`config.mk`:
```
export PLATFORM = sky130hd
export DESIGN_NAME = scc_slot_control
export DESIGN_NICKNAME = d
export VERILOG_FILES = /design/src/verilog/scc_pkg.sv /design/src/verilog/scc_chain_link.sv /design/src/verilog/scc_slot_control.sv
export SDC_FILE = /design/constraint.sdc
export NUM_CORES = 1
export LEC_CHECK = 0
export CAP_MARGIN = 25
export CORE_AREA = 2 2 39 41
export CTS_BUF_LIST = sky130_fd_sc_hd__clkbuf_2 sky130_fd_sc_hd__clkbuf_4 sky130_fd_sc_hd__clkbuf_8
export DETAILED_ROUTE_END_ITERATION = 12
export DIE_AREA = 0 0 41 43
export DONT_BUFFER_PORTS = 1
export PLACE_DENSITY = 0.67
export SETUP_SLACK_MARGIN = 0.4
export SLEW_MARGIN = 20
export SYNTH_ARGS = -nofsm -noshare
export SYNTH_HDL_FRONTEND = slang
export SYNTH_SLANG_ARGS = --single-unit
```
`constraint.sdc`:
```
create_clock -name ref_clk -period 6.7 [get_ports ref_clk]
set_input_delay 1.34 -clock ref_clk [delete_from_list [all_inputs] [get_ports ref_clk]]
set_output_delay 1.34 -clock ref_clk [all_outputs]
set_load 0.01 [all_outputs]
```
`src/verilog/scc_pkg.sv`:
```
// constants shared by the slot collision and configuration chain logic
// Summary of operation
// Every expansion slot has its own card-select response input and all of them feed the collision detector.
// A card that decodes its address asserts its card-select response within 35 ns of the access.
// A card releases its card-select response within 50 ns after the bus cycle ends.
// Two or more responses for one address, or any response to a local-bus address, raise the bus error line.
// Each slot's chain input follows from the chain outputs of all earlier slots, in order slot 1 to slot 5; the code follows only the nearest filled one.
// A present coprocessor slot sits at chain priority 0 and its chain output feeds slot 1 directly.
// An unconfigured card answers the 64K window at E80000 only while its chain input is asserted.
// A card holds its chain output negated from power-up or reset until it is configured.
// A card asserts its chain output once configured or shut up, and the next slot's chain input then asserts.
// An empty slot passes the previous slot's chain state straight on to the next slot.
// A card drives the data buffer output enable with different timing for reads and writes.
// Responses are sampled only while the address strobe is asserted, and the collision clears when the cycle ends.
`default_nettype none
package scc_pkg;
  localparam int SCC_NUM_SLOTS        = 5;
  localparam int SCC_CLK_PERIOD_NS    = 8;
  // card-side response timing, turned into whole clock cycles
  localparam int SCC_SELECT_ASSERT_NS  = 35;
  localparam int SCC_SELECT_ASSERT_CYC = (SCC_SELECT_ASSERT_NS + SCC_CLK_PERIOD_NS - 1) / SCC_CLK_PERIOD_NS;
  localparam int SCC_SELECT_RELEASE_NS = 50;
  localparam int SCC_SELECT_RELEASE_CYC = SCC_SELECT_RELEASE_NS / SCC_CLK_PERIOD_NS;
  // wait covers both a late assert and a stale release from the last cycle
  localparam int SCC_SETTLE_CYC = (SCC_SELECT_ASSERT_CYC > SCC_SELECT_RELEASE_CYC) ?
                                  SCC_SELECT_ASSERT_CYC : SCC_SELECT_RELEASE_CYC;
  localparam int SCC_COUNT_W    = 4;
  localparam logic [SCC_COUNT_W-1:0] SCC_SETTLE_LAST = SCC_COUNT_W'(SCC_SETTLE_CYC - 1);
  // reset values
  localparam logic SCC_RST_CHAIN_IN_N = 1'b1;
  localparam logic SCC_RST_BUS_ERROR_OE = 1'b0;
  localparam logic SCC_BUS_ERROR_LEVEL  = 1'b0;
  typedef enum logic [1:0] {CYC_IDLE, CYC_SETTLE, CYC_SAMPLE, CYC_FAULT} scc_cycle_type;
endpackage
`default_nettype wire

```
`src/verilog/scc_chain_link.sv`:
```
// one stage of the configuration chain
`timescale 1ns/100ps
`default_nettype none
module scc_chain_link (
  // chain from the slot before
  input  wire logic prevAsserted,
  // this slot
  input  wire logic slotOccupied,
  input  wire logic configChainOutN,
  // towards the next slot
  output logic      passAsserted
);
  // an empty slot is transparent, a filled one forwards its card's output
  assign passAsserted = slotOccupied ? ~configChainOutN : prevAsserted;
endmodule
`default_nettype wire

```
`src/verilog/scc_slot_control.sv`:
```
// motherboard slot collision detector and configuration chain
`timescale 1ns/100ps
`default_nettype none
module scc_slot_control
  import scc_pkg::*;
#(
  parameter int NUM_SLOTS = SCC_NUM_SLOTS
) (
  // clock and reset
  input  wire logic                 ref_clk,
  input  wire logic                 rst,
  // processor bus cycle
  input  wire logic                 addrStrobeN,
  input  wire logic                 localBusAddress,
  // per-slot card lines, active low, and slot-occupied flags, active high
  input  wire logic [NUM_SLOTS-1:0] cardSelectResponseN,
  input  wire logic [NUM_SLOTS-1:0] configChainOutN,
  input  wire logic [NUM_SLOTS-1:0] slotOccupied,
  // coprocessor slot
  input  wire logic                 coprocPresent,
  input  wire logic                 coprocConfigChainOutN,
  // chain inputs towards the slots, active low
  output logic      [NUM_SLOTS-1:0] configChainInN,
  // open-drain bus error line
  output logic                      busErrorLineOut,
  output logic                      busErrorLineOe
);

  // refuse sizes the chain and counters are not built for
  if (NUM_SLOTS < 2 || NUM_SLOTS > 15) begin : gSizeCheck
    $error("NUM_SLOTS must lie between 2 and 15");
  end

  logic [NUM_SLOTS:0]     chainAsserted;
  logic [NUM_SLOTS-1:0]   next_configChainInN;
  scc_cycle_type          cycState;
  scc_cycle_type          next_cycState;
  logic [SCC_COUNT_W-1:0] settleCount;
  logic [SCC_COUNT_W-1:0] next_settleCount;
  logic                   next_busErrorLineOe;
  logic [SCC_COUNT_W-1:0] respCount;
  logic                   collide;

  // head of chain: coprocessor when fitted, otherwise slot 1 is always enabled
  assign chainAsserted[0] = coprocPresent ? ~coprocConfigChainOutN : 1'b1;

  // one link per slot, each input built from the previous link's output
  for (genvar i = 0; i < NUM_SLOTS; i++) begin : gChain
    scc_chain_link uLink (
      .prevAsserted    (chainAsserted[i]),
      .slotOccupied    (slotOccupied[i]),
      .configChainOutN (configChainOutN[i]),
      .passAsserted    (chainAsserted[i+1])
    );
  end

  // chain inputs, active low on the slot pins
  always_comb begin
    next_configChainInN = ~chainAsserted[NUM_SLOTS-1:0];
  end

  // chain inputs are registered so every pin comes from a flip-flop
  always_ff @(posedge ref_clk) begin
    if (rst) begin
      configChainInN <= {NUM_SLOTS{SCC_RST_CHAIN_IN_N}};
    end else begin
      configChainInN <= next_configChainInN;
    end
  end

  // count responding slots; every slot line has its own input
  always_comb begin
    respCount = '0;
    for (int i = 0; i < NUM_SLOTS; i++) begin
      // zero-extend the single active bit before adding; a sized cast would invert the extension bits too
      respCount = respCount + {{(SCC_COUNT_W-1){1'b0}}, ~cardSelectResponseN[i]};
    end
    collide = (respCount > SCC_COUNT_W'(1)) || ((respCount != '0) && localBusAddress);
  end

  // cycle tracker: wait for responses to settle, sample, hold a fault until strobe ends
  always_comb begin
    next_cycState    = cycState;
    next_settleCount = settleCount;
    case (cycState)
      CYC_IDLE: begin
        next_settleCount = '0;
        if (!addrStrobeN) begin
          next_cycState = CYC_SETTLE;
        end
      end
      CYC_SETTLE: begin
        if (addrStrobeN) begin
          next_cycState = CYC_IDLE;
        end else if (settleCount == SCC_SETTLE_LAST) begin
          next_cycState = CYC_SAMPLE;
        end else begin
          next_settleCount = settleCount + SCC_COUNT_W'(1);
        end
      end
      CYC_SAMPLE: begin
        if (addrStrobeN) begin
          next_cycState = CYC_IDLE;
        end else if (collide) begin
          next_cycState = CYC_FAULT;
        end
      end
      CYC_FAULT: begin
        if (addrStrobeN) begin
          next_cycState = CYC_IDLE;
        end
      end
      default: begin
        next_cycState = CYC_IDLE;
      end
    endcase
    next_busErrorLineOe = (next_cycState == CYC_FAULT);
  end

  // cycle tracker registers; the line only ever pulls low
  always_ff @(posedge ref_clk) begin
    if (rst) begin
      cycState        <= CYC_IDLE;
      settleCount     <= '0;
      busErrorLineOe  <= SCC_RST_BUS_ERROR_OE;
      busErrorLineOut <= SCC_BUS_ERROR_LEVEL;
    end else begin
      cycState        <= next_cycState;
      settleCount     <= next_settleCount;
      busErrorLineOe  <= next_busErrorLineOe;
      busErrorLineOut <= SCC_BUS_ERROR_LEVEL;
    end
  end
endmodule
`default_nettype wire
```
==> results of run 1 <==
-- state kept, by name (all words and copies together), names as in the netlist --
name	count
cycState	2
configChainInN	5
settleCount	4
busErrorLineOe	1
-- metrics by stage --
stage	hold slack [ns]	setup WS, ns	instances	cell area, um2
finish	0.510	3.72	86	686
global route	0.537	3.59	86	686
CTS	0.508	3.71	86	686
detailed placement	0.495	3.42	82	649
global placement	0.497	3.47	82	649
floorplan	0.475	3.52	68	641
-- worst register-to-register path, cell delays in order (launching register included) --
cell	delay, ns
dfxtp_1	0.36
inv_1	0.06
ha_1	0.20
or4_1	0.50
a31oi_1	0.17
-- path summary, 6_finish.rpt --
check        slack, ns  depth (start not counted)              to                   start
max               3.72                          7     cycState[0]  cardSelectResponseN[0]
min               0.51                          2  settleCount[3]          settleCount[3]
max reg2reg       5.34                          4  settleCount[3]          settleCount[1]
min reg2reg       0.51                          2  settleCount[3]          settleCount[3]
-- cell usage after synthesis, drive strengths merged --
cell     number
o31a          1
ha            4
a211oi        1
or4           1
o31ai         1
o21ai         2
o21bai        2
inv          10
buf           1
conb          1
nand2b        3
nor4          1
nor3          1
nor3b         1
a21oi         4
nand3         1
a21o          3
nor2          2
dfxtp        12
nand3b        1
a2111oi       1
and3b         1
clkbuf        1
fa            2
a211o         3
o2111a        1
nand2         1
nand4b        3
a31oi         1
mux2i         1
-- logic make-up (layout without fill, tap and decap cells) --
kind of cell             count (synthesis)  after routing  share of synthesized area (%)
AO/OA/AOI/OAI                           20             20                           22.5
AND/OR/NAND/NOR                         16             16                           16.2
flip-flops                              12             12                           37.5
buffers and inverters                   12             14                           7.62
adder cells (fa/ha/maj)                  6              6                           14.1
other                                    1              1                          0.585
multiplexers                             1              1                           1.56
-- power by group through the flow --
stage / combinational, W / sequential (W) / clock [W]
4_1_cts: 0.0000134 / 0.0000767 / 0.0000578
6_report: 0.0000131 / 0.0000766 / 0.0000562
3_3_place_gp: 0.0000127 / 0.0000784 / 0
5_1_grt: 0.0000160 / 0.0000772 / 0.0000626
3_5_place_dp: 0.0000134 / 0.0000784 / 0
2_1_floorplan: 0.0000124 / 0.0000780 / 0
-- routing by layer --
metal  vias to the layer above  track usage (%)  routed length (um)
met5                         -                0                   0
met2                        24             19.1                 451
met3                         2             5.76                 126
li1                        249                -                   -
met4                         0             6.00                   8
met1                       213             16.3                 435
-- layout make-up --
type                            count  area share (%)
Multi-Input combinational cell     44            51.3
Clock buffer                        4            5.29
Tap cell                           16            2.92
Inverter                           10            5.47
Sequential cell                    12            35.0
-- layout by cell type (no fill, tap or decap), types with 2 or more instances in the layout --
cell type / synthesis / final
a211o_1: 3 / 3
a21o_1: 3 / 3
a21oi_1: 4 / 4
clkbuf_4: 0 / 3
dfxtp_1: 12 / 12
fa_1: 2 / 2
ha_1: 4 / 4
inv_1: 10 / 10
nand2b_1: 3 / 3
nand4b_1: 3 / 3
nor2_1: 2 / 2
o21ai_0: 2 / 2
o21bai_1: 2 / 2
==> impl_metrics.csv, run 1 <==
group,metric,value,unit
critical_path,worst-path-max-fanout,2,
route,drtPass1Iterations,4,
clock_tree,cts_buffers,3,
critical_path,worstPathArrival,3.12,ns
floorplan,dieArea,1760,um2
route,drtIter0Drc,5,
synth,syn_nets,95,
floorplan,io_pins,28,
sta,fmax,0.335,GHz
finish,seq_area,240,um2
finish,nNetsFinal,98,
pwr,ir_drop,0.000105,V
clock_tree,clock_latency,0.26,ns
outcome,status,"completed",
critical_path,start_kind,"input pin",
grt,grt_pass1_vias,417,
sta,finalSetupTns,0,ns
sta,finalClockSkew,0.00452,ns
clock_tree,clockBufferDepth,2,
floorplan,fp-row-count,14,
pwr,power,0.000146,W
finish,post-route-util,49.5,%
min_path,hold_path_class,"reg2reg",
clock_tree,cts_resized,0,
grt,grt_overflow,0,
placement,hpwl,783,um
route,wl,1020,um
sta,finalCriticalPeriod,2.98,ns
critical_path,slowest_delay,0.49,ns
clock_tree,post-cts-setup-buffers,0,
critical_path,crit_path_top_delay_cell,"fa_1",
critical_path,required,6.84,ns
placement,routabilityCongestion,0.793,
grt,track_usage,13.2,%
critical_path,critical_path_class,"in2reg",
placement,portBuffers,0,
route,dr_total_vias,488,
pwr,p_int,0.000114,W
synth,yosysSeqAreaShare,37.5,%
finish,n_fill_cell,136,
synth,avgSynthCellArea,9.42,um2
route,postRouteAntennaNets,0,
grt,grt_max_degree,13,
route,vias_per_cell,5.67,
pwr,pwr_density_cell,213,nW/um2
sta,hold_viol_final,0,
grt,antenna_found_initial,0,
synth,ys_types,30,
route,drc,0,
floorplan,die_h,43,um
sta,slew-limit-headroom,61.1,%
pwr,clkPwrFrac,38.5,%
synth,synth_cells,68,
floorplan,core,1380,um2
floorplan,initial_core_util,46.3,%
synth,synth_top_area_share,37.5,%
pwr,p_leak,0.285,nW
clock_tree,htreeDepth,1,
pwr,p_sw,0.0000323,W
sta,worst_slew_pin_slew,0.569,ns
pwr,switching_share,22.1,%
grt,grt_pass1_wl,1590,um
clock_tree,ctsHoldBuffers,0,
critical_path,end_kind,"flip-flop",
sta,setup_viol,0,
critical_path,critPathTopFamily,"adder cells",
synth,ys_ff_latch,12,
route,drt-wirelength-per-cell,11.9,um
synth,synth_top_cell_by_area,"dfxtp_1",
pwr,share_comb_of_total_power,9.0,%
sta,rsz0062_at_grt,"false",
clock_tree,cts_tree,"yes",
clock_tree,clock_sinks,12,
floorplan,die_w,41,um
finish,area_growth,7.03,%
clock_tree,clkSlewWorstSetupHoldPaths,0.08,ns
run,cap_viol_max_count,0,
finish,layout-drive-gt1-share,5.71,%
synth,synthesis.area,641,um2
critical_path,crit_top_cell,"fa_1",
sta,finalCritPeriodShare,44.5,%
clock_tree,cts-root-buf,"clkbuf_4",
pwr,seqPwrFrac,52.5,%
sta,drv_slew,0,
finish,multi_input_area,352,um2
critical_path,crit_buf_inv,1,
synth,yosys-top-cells-area,"dfxtp_1, ha_1, fa_1",
synth,yosys_warnings,0,
critical_path,crit_chain,"inv_1, fa_1, fa_1, ha_1, o31a_1, o21ai_0, a211oi_1",
finish,diodes,0,
No activity file was read; power rests on OpenSTA's default activity.
==> run 2: changes to the inputs <==
--- a/config.mk
+++ b/config.mk
@@ -5,13 +5,14 @@
 export SDC_FILE = /design/constraint.sdc
 export NUM_CORES = 1
 export LEC_CHECK = 0
+export ABC_AREA = 1
 export CAP_MARGIN = 25
 export CORE_AREA = 2 2 39 41
 export CTS_BUF_LIST = sky130_fd_sc_hd__clkbuf_2 sky130_fd_sc_hd__clkbuf_4 sky130_fd_sc_hd__clkbuf_8
 export DETAILED_ROUTE_END_ITERATION = 12
 export DIE_AREA = 0 0 41 43
 export DONT_BUFFER_PORTS = 1
-export PLACE_DENSITY = 0.67
+export PLACE_DENSITY = 0.73
 export SETUP_SLACK_MARGIN = 0.4
 export SLEW_MARGIN = 20
 export SYNTH_ARGS = -nofsm -noshare
==> constraint.sdc (replaced) <==
create_clock -name ref_clk -period 2.59 [get_ports ref_clk]
set_input_delay 0.518 -clock ref_clk [delete_from_list [all_inputs] [get_ports ref_clk]]
set_output_delay 0.518 -clock ref_clk [all_outputs]
set_load 0.01 [all_outputs]
==> impl_metrics.csv, run 2 <==
group,metric,value,unit
finish,diodes,0,
clock_tree,clkSlewWorstSetupHoldPaths,0.06,ns
synth,ys_top_cells_by_count,"nand2_1, inv_1, dfxtp_1, nand3_1, nor2_1",
route,drt-wirelength-per-cell,9.57,um
finish,reg.largest.list,"configChainInN (5), settleCount (4), cycState (2)",
synth,synthArstFlopShare,0,%
floorplan,fp-row-count,14,
route,drtPass1Iterations,2,
pwr,ir_drop,0.000293,V
grt,grt_pass1_vias,488,
critical_path,end_kind,"flip-flop",
finish,n_fill_cell,141,
synth,synthesis.area,681,um2
floorplan,dieArea,1760,um2
sta,rsz0062_at_grt,"false",
sta,setup_ws,0.639,ns
clock_tree,cts-root-buf,"clkbuf_4",
critical_path,start_kind,"input pin",
finish,area_growth,5.15,%
synth,synth_top_cell_by_area,"dfxtp_1",
route,postRouteAntennaNets,0,
grt,track_usage,14.9,%
route,wl,1070,um
synth,ys_ff_latch,12,
synth,avgSynthCellArea,7.24,um2
placement,hpwl,896,um
min_path,hold_path_class,"in2reg",
floorplan,io_pins,28,
finish,largest_register_ffs,5,
finish,layout_commonest_cell,"nand2_1",
pwr,pwr_density_cell,487,nW/um2
synth,synth_top_area_share,35.3,%
finish,nNetsFinal,125,
pwr,p_leak,0.354,nW
clock_tree,clockBufferDepth,2,
synth,syn_nets,121,
route,drtIter0Drc,9,
finish,top_register,"configChainInN",
synth,synth_ff_type,"dfxtp_1",
synth,yosys-top-cells-area,"dfxtp_1, nand2_1, inv_1",
critical_path,required,2.75,ns
clock_tree,cts_resized,0,
sta,hold_viol_final,0,
synth,synth_edf_count,0,
floorplan,core,1380,um2
finish,final_cell_mix,"nand2_1, inv_1, dfxtp_1, nand3_1, nor2_1",
grt,grt_overflow,0,
placement,portBuffers,0,
grt,antenna_found_initial,0,
finish,multi_input_area,354,um2
clock_tree,cts_tree,"yes",
critical_path,worst-path-max-fanout,2,
sta,finalCriticalPeriod,1.95,ns
grt,grt_max_degree,8,
placement,routabilityCongestion,0.820,
sta,finalClockSkew,0.00134,ns
sta,fmax,0.513,GHz
sta,finalCritPeriodShare,75.3,%
synth,ys_types,21,
sta,setup_viol,0,
critical_path,crit_top_cell,"nand2_1",
synth,yosysMostFrequentCell,"nand2_1",
run,cap_viol_max_count,0,
clock_tree,cts_buffers,3,
synth,synth_cells,94,
finish,seq_area,240,um2
route,drc,0,
route,vias_per_cell,4.83,
critical_path,crit_chain,"inv_1, fa_1, fa_1, ha_1, nor2_1, nand2_1, nand2_1, nand3_1, nand2_1, a21oi_1",
clock_tree,ctsHoldBuffers,0,
synth,yosys_warnings,0,
clock_tree,post-cts-setup-buffers,0,
floorplan,initial_core_util,49.2,%
critical_path,slowest_delay,0.49,ns
grt,grt_pass1_wl,1750,um
critical_path,worstPathArrival,2.11,ns
placement,pre_cts_ws,0.348,ns
clock_tree,htreeDepth,1,
critical_path,critical_path_class,"in2reg",
sta,drv_slew,0,
synth,yosysSeqAreaShare,35.3,%
critical_path,crit_path_top_delay_cell,"fa_1",
floorplan,die_h,43,um
clock_tree,clock_sinks,12,
route,dr_total_vias,541,
clock_tree,clock_latency,0.26,ns
sta,finalSetupTns,0,ns
floorplan,die_w,41,um
outcome,status,"completed",
finish,layout-drive-gt1-share,12.5,%
## run 2: cell count changes after synthesis, moves of 2 or more
cell / before / now
a211o_1: 3 / 0
a21o_1: 3 / 0
inv_1: 10 / 18
inv_2: 0 / 3
nand2_1: 1 / 22
nand2b_1: 3 / 0
nand3_1: 1 / 9
nand3_2: 0 / 2
nand4b_1: 3 / 0
nor2_1: 2 / 7
o21ai_0: 2 / 0
## run 2: worst paths after layout
kind,from,to,slack [ns],depth (start not counted)
worst max-delay path,cardSelectResponseN[0],cycState[0],0.64,10
worst max register to register,settleCount[1],settleCount[0],1.39,7
worst min register to register,settleCount[3],settleCount[3],0.51,2
worst min-delay path,addrStrobeN,cycState[1],0.31,1
## run 2: final cells by class
type                            instances  share of cell area (%)
Inverter                               21                    11.0
Clock buffer                            3                    3.15
Multi-Input combinational cell         60                    49.5
Sequential cell                        12                    33.6
Tap cell                               16                    2.80
## run 2: logic make-up after synthesis
family / synth area share [%]
flip-flops: 35.3
AO/OA/AOI/OAI: 5.88
buffers and inverters: 12.7
XOR/XNOR: 1.29
adder cells (fa/ha/maj): 13.2
other: 0.551
AND/OR/NAND/NOR: 31.1
## run 2: where the power goes
group	total, W	switching [W]	internal, W
clock	0.000105	0.0000517	0.0000537
combinational	0.0000446	0.0000263	0.0000183
sequential	0.000199	0.00000672	0.000192
total	0.000349	0.0000847	0.000264
## run 2: worst max-delay path, delay by kind of cell
| family | cells | cell delay, ns |
|---|---|---|
| buffers and inverters | 1 | 0.03 |
| AOI/OAI and AO/OA | 1 | 0.05 |
| and+or+nand+nor | 5 | 0.33 |
| adders and majority gates | 3 | 1.18 |
## run 2: per-stage QoR
step	instance area [um2]	util [%]	std cells	hold WS (ns)	power, W
2_1_floorplan	681	-	94	0.470	0.000241
3_3_place_gp	693	50.1	109	0.493	0.000247
3_5_place_dp	693	50.1	109	0.500	0.000248
4_1_cts	716	51.7	112	0.307	0.000356
5_1_grt	716	51.7	112	0.295	0.000374
6_report	716	51.7	112	0.315	0.000349
## run 2: metal layers
layer / wire length (um) / track usage (%) / up-vias
met5: 0 / 0 / -
met4: 32 / 14.0 / 0
met3: 80 / 2.62 / 4
met2: 517 / 21.9 / 21
met1: 442 / 17.0 / 225
li1: - / - / 291
==> run 3: changes to the inputs <==
==> constraint.sdc (replaced) <==
create_clock -name ref_clk -period 1.75 [get_ports ref_clk]
set_input_delay 0.35 -clock ref_clk [delete_from_list [all_inputs] [get_ports ref_clk]]
set_output_delay 0.35 -clock ref_clk [all_outputs]
set_load 0.01 [all_outputs]
==> impl_metrics.csv, run 3 (synthesized netlist as in run 2, its figures left out) <==
group,metric,value,unit
sta,setup_viol,0,
sta,fmax,0.595,GHz
finish,final_cell_mix,"nand2_1, inv_1, dfxtp_1, nand3_1, nor2_1",
floorplan,fp-row-count,14,
finish,reg.largest.list,"configChainInN (5), settleCount (4), cycState (2)",
run,cap_viol_max_count,0,
critical_path,reg2regPathDepth,7,
sta,rsz0062_at_grt,"true",
route,postRouteAntennaNets,0,
critical_path,slowest_delay,0.48,ns
sta,finalClockSkew,0.00277,ns
grt,top_usage_layer,"met2",
clock_tree,ctsHoldBuffers,0,
min_path,hold_path_class,"in2reg",
placement,hpwl,914,um
sta,hold_viol_final,0,
route,drt-wirelength-per-cell,10.7,um
critical_path,critical_path_class,"in2reg",
min_path,min_path_cells,1,
grt,grt_util_met3,3.14,%
placement,portBuffers,0,
grt,antenna_found_initial,0,
finish,area_growth,12.5,%
floorplan,die_h,43,um
grt,track_usage,16.2,%
critical_path,start_kind,"input pin",
clock_tree,clock_sinks,12,
outcome,status,"completed",
finish,largest_register_ffs,5,
critical_path,crit_buf_inv,1,
finish,n_fill_cell,140,
finish,diodes,0,
floorplan,die_w,41,um
finish,top_register,"configChainInN",
floorplan,dieArea,1760,um2
critical_path,end_kind,"flip-flop",
finish,layout_commonest_cell,"nand2_1",
critical_path,crit_chain,"inv_8, fa_1, fa_2, ha_4, nor2_2, nand2_1, nand2_1, nand3_2, nand3_1, nor2_1",
critical_path,worstPathArrival,1.85,ns
critical_path,crit_cells,10,
critical_path,critPathTopFamily,"adder cells",
clock_tree,cts_tree,"yes",
clock_tree,clock_latency,0.27,ns
critical_path,worst-path-max-fanout,2,
pwr,p_leak,0.360,nW
floorplan,core,1380,um2
sta,finalSetupTns,0,ns
floorplan,initial_core_util,49.2,%
clock_tree,cts_buffers,3,
sta,finalCritPeriodShare,96.0,%
route,dr_total_vias,559,
grt,grt_use_met1,20.7,%
critical_path,crit_path_top_delay_cell,"fa_1",
route,drtPass1Iterations,4,
critical_path,required,1.92,ns
clock_tree,htreeDepth,1,
floorplan,io_pins,28,
finish,post-route-util,55.3,%
clock_tree,clockBufferDepth,2,
finish,layout-drive-gt1-share,21.6,%
sta,drv_slew,0,
clock_tree,clkSlewWorstSetupHoldPaths,0.08,ns
grt,grt_pass1_vias,458,
critical_path,crit_top_cell,"nand2_1",
pwr,ir_drop,0.000515,V
sta,finalCriticalPeriod,1.68,ns
clock_tree,cts-root-buf,"clkbuf_4",
finish,nNetsFinal,125,
route,vias_per_cell,4.95,
placement,routabilityCongestion,0.798,
grt,grt_pass1_wl,1820,um
grt,grt_overflow,0,
route,wl,1210,um
grt,grtUsageMet2,21.9,%
pwr,pwr_density_cell,781,nW/um2
grt,grt_max_degree,8,
route,drc,0,
route,drtIter0Drc,7,
run 3: power by group:
group / leakage, nW / switching, W / internal, W
registers: 0.0987 / 0.0000102 / 0.000284
clock network: 0.0210 / 0.0000928 / 0.000126
logic: 0.241 / 0.0000476 / 0.0000372
total: 0.360 / 0.000151 / 0.000447
run 3: routing by layer:
metal | vias to the layer above | routed length [um]
met5 | - | 0
li1 | 287 | -
met4 | 0 | 21
met3 | 2 | 44
met1 | 252 | 530
met2 | 18 | 609
run 3: per-stage QoR:
| step | total power [W] | hold WS (ns) | area (um2) | setup slack [ns] | instances |
|---|---|---|---|---|---|
| after CTS | 0.000600 | 0.125 | 757 | 0.0823 | 113 |
| final | 0.000598 | 0.135 | 766 | 0.0696 | 113 |
| after global routing | 0.000637 | 0.117 | 766 | -0.0235 | 113 |
| after detailed placement | 0.000377 | 0.423 | 716 | -0.217 | 109 |
| after floorplan | 0.000364 | 0.417 | 703 | -0.133 | 94 |
| after global placement | 0.000373 | 0.420 | 716 | -0.203 | 109 |
run 3: layout make-up:
type | count | area (um2) | area share, %
clock buffers | 4 | 36.3 | 4.74
multi-input cells | 60 | 383 | 50.0
well taps | 16 | 20.0 | 2.61
flip-flops and latches | 12 | 240 | 31.4
inverters | 21 | 86.3 | 11.3
run 3: path summary, 6_finish.rpt:
check	startpoint	endpoint	slack, ns
worst max register to register	settleCount[1]	settleCount[0]	0.53
worst min-delay path	rst	busErrorLineOe	0.14
worst min register to register	settleCount[3]	settleCount[3]	0.50
worst max-delay path	cardSelectResponseN[0]	busErrorLineOe	0.07
run 3: repair_timing:
action / 4_1_cts / 5_1_grt
resized for setup: 1 / 3
endpoints found under the setup margin: 2 / 2
setup buffers: 0 / 0
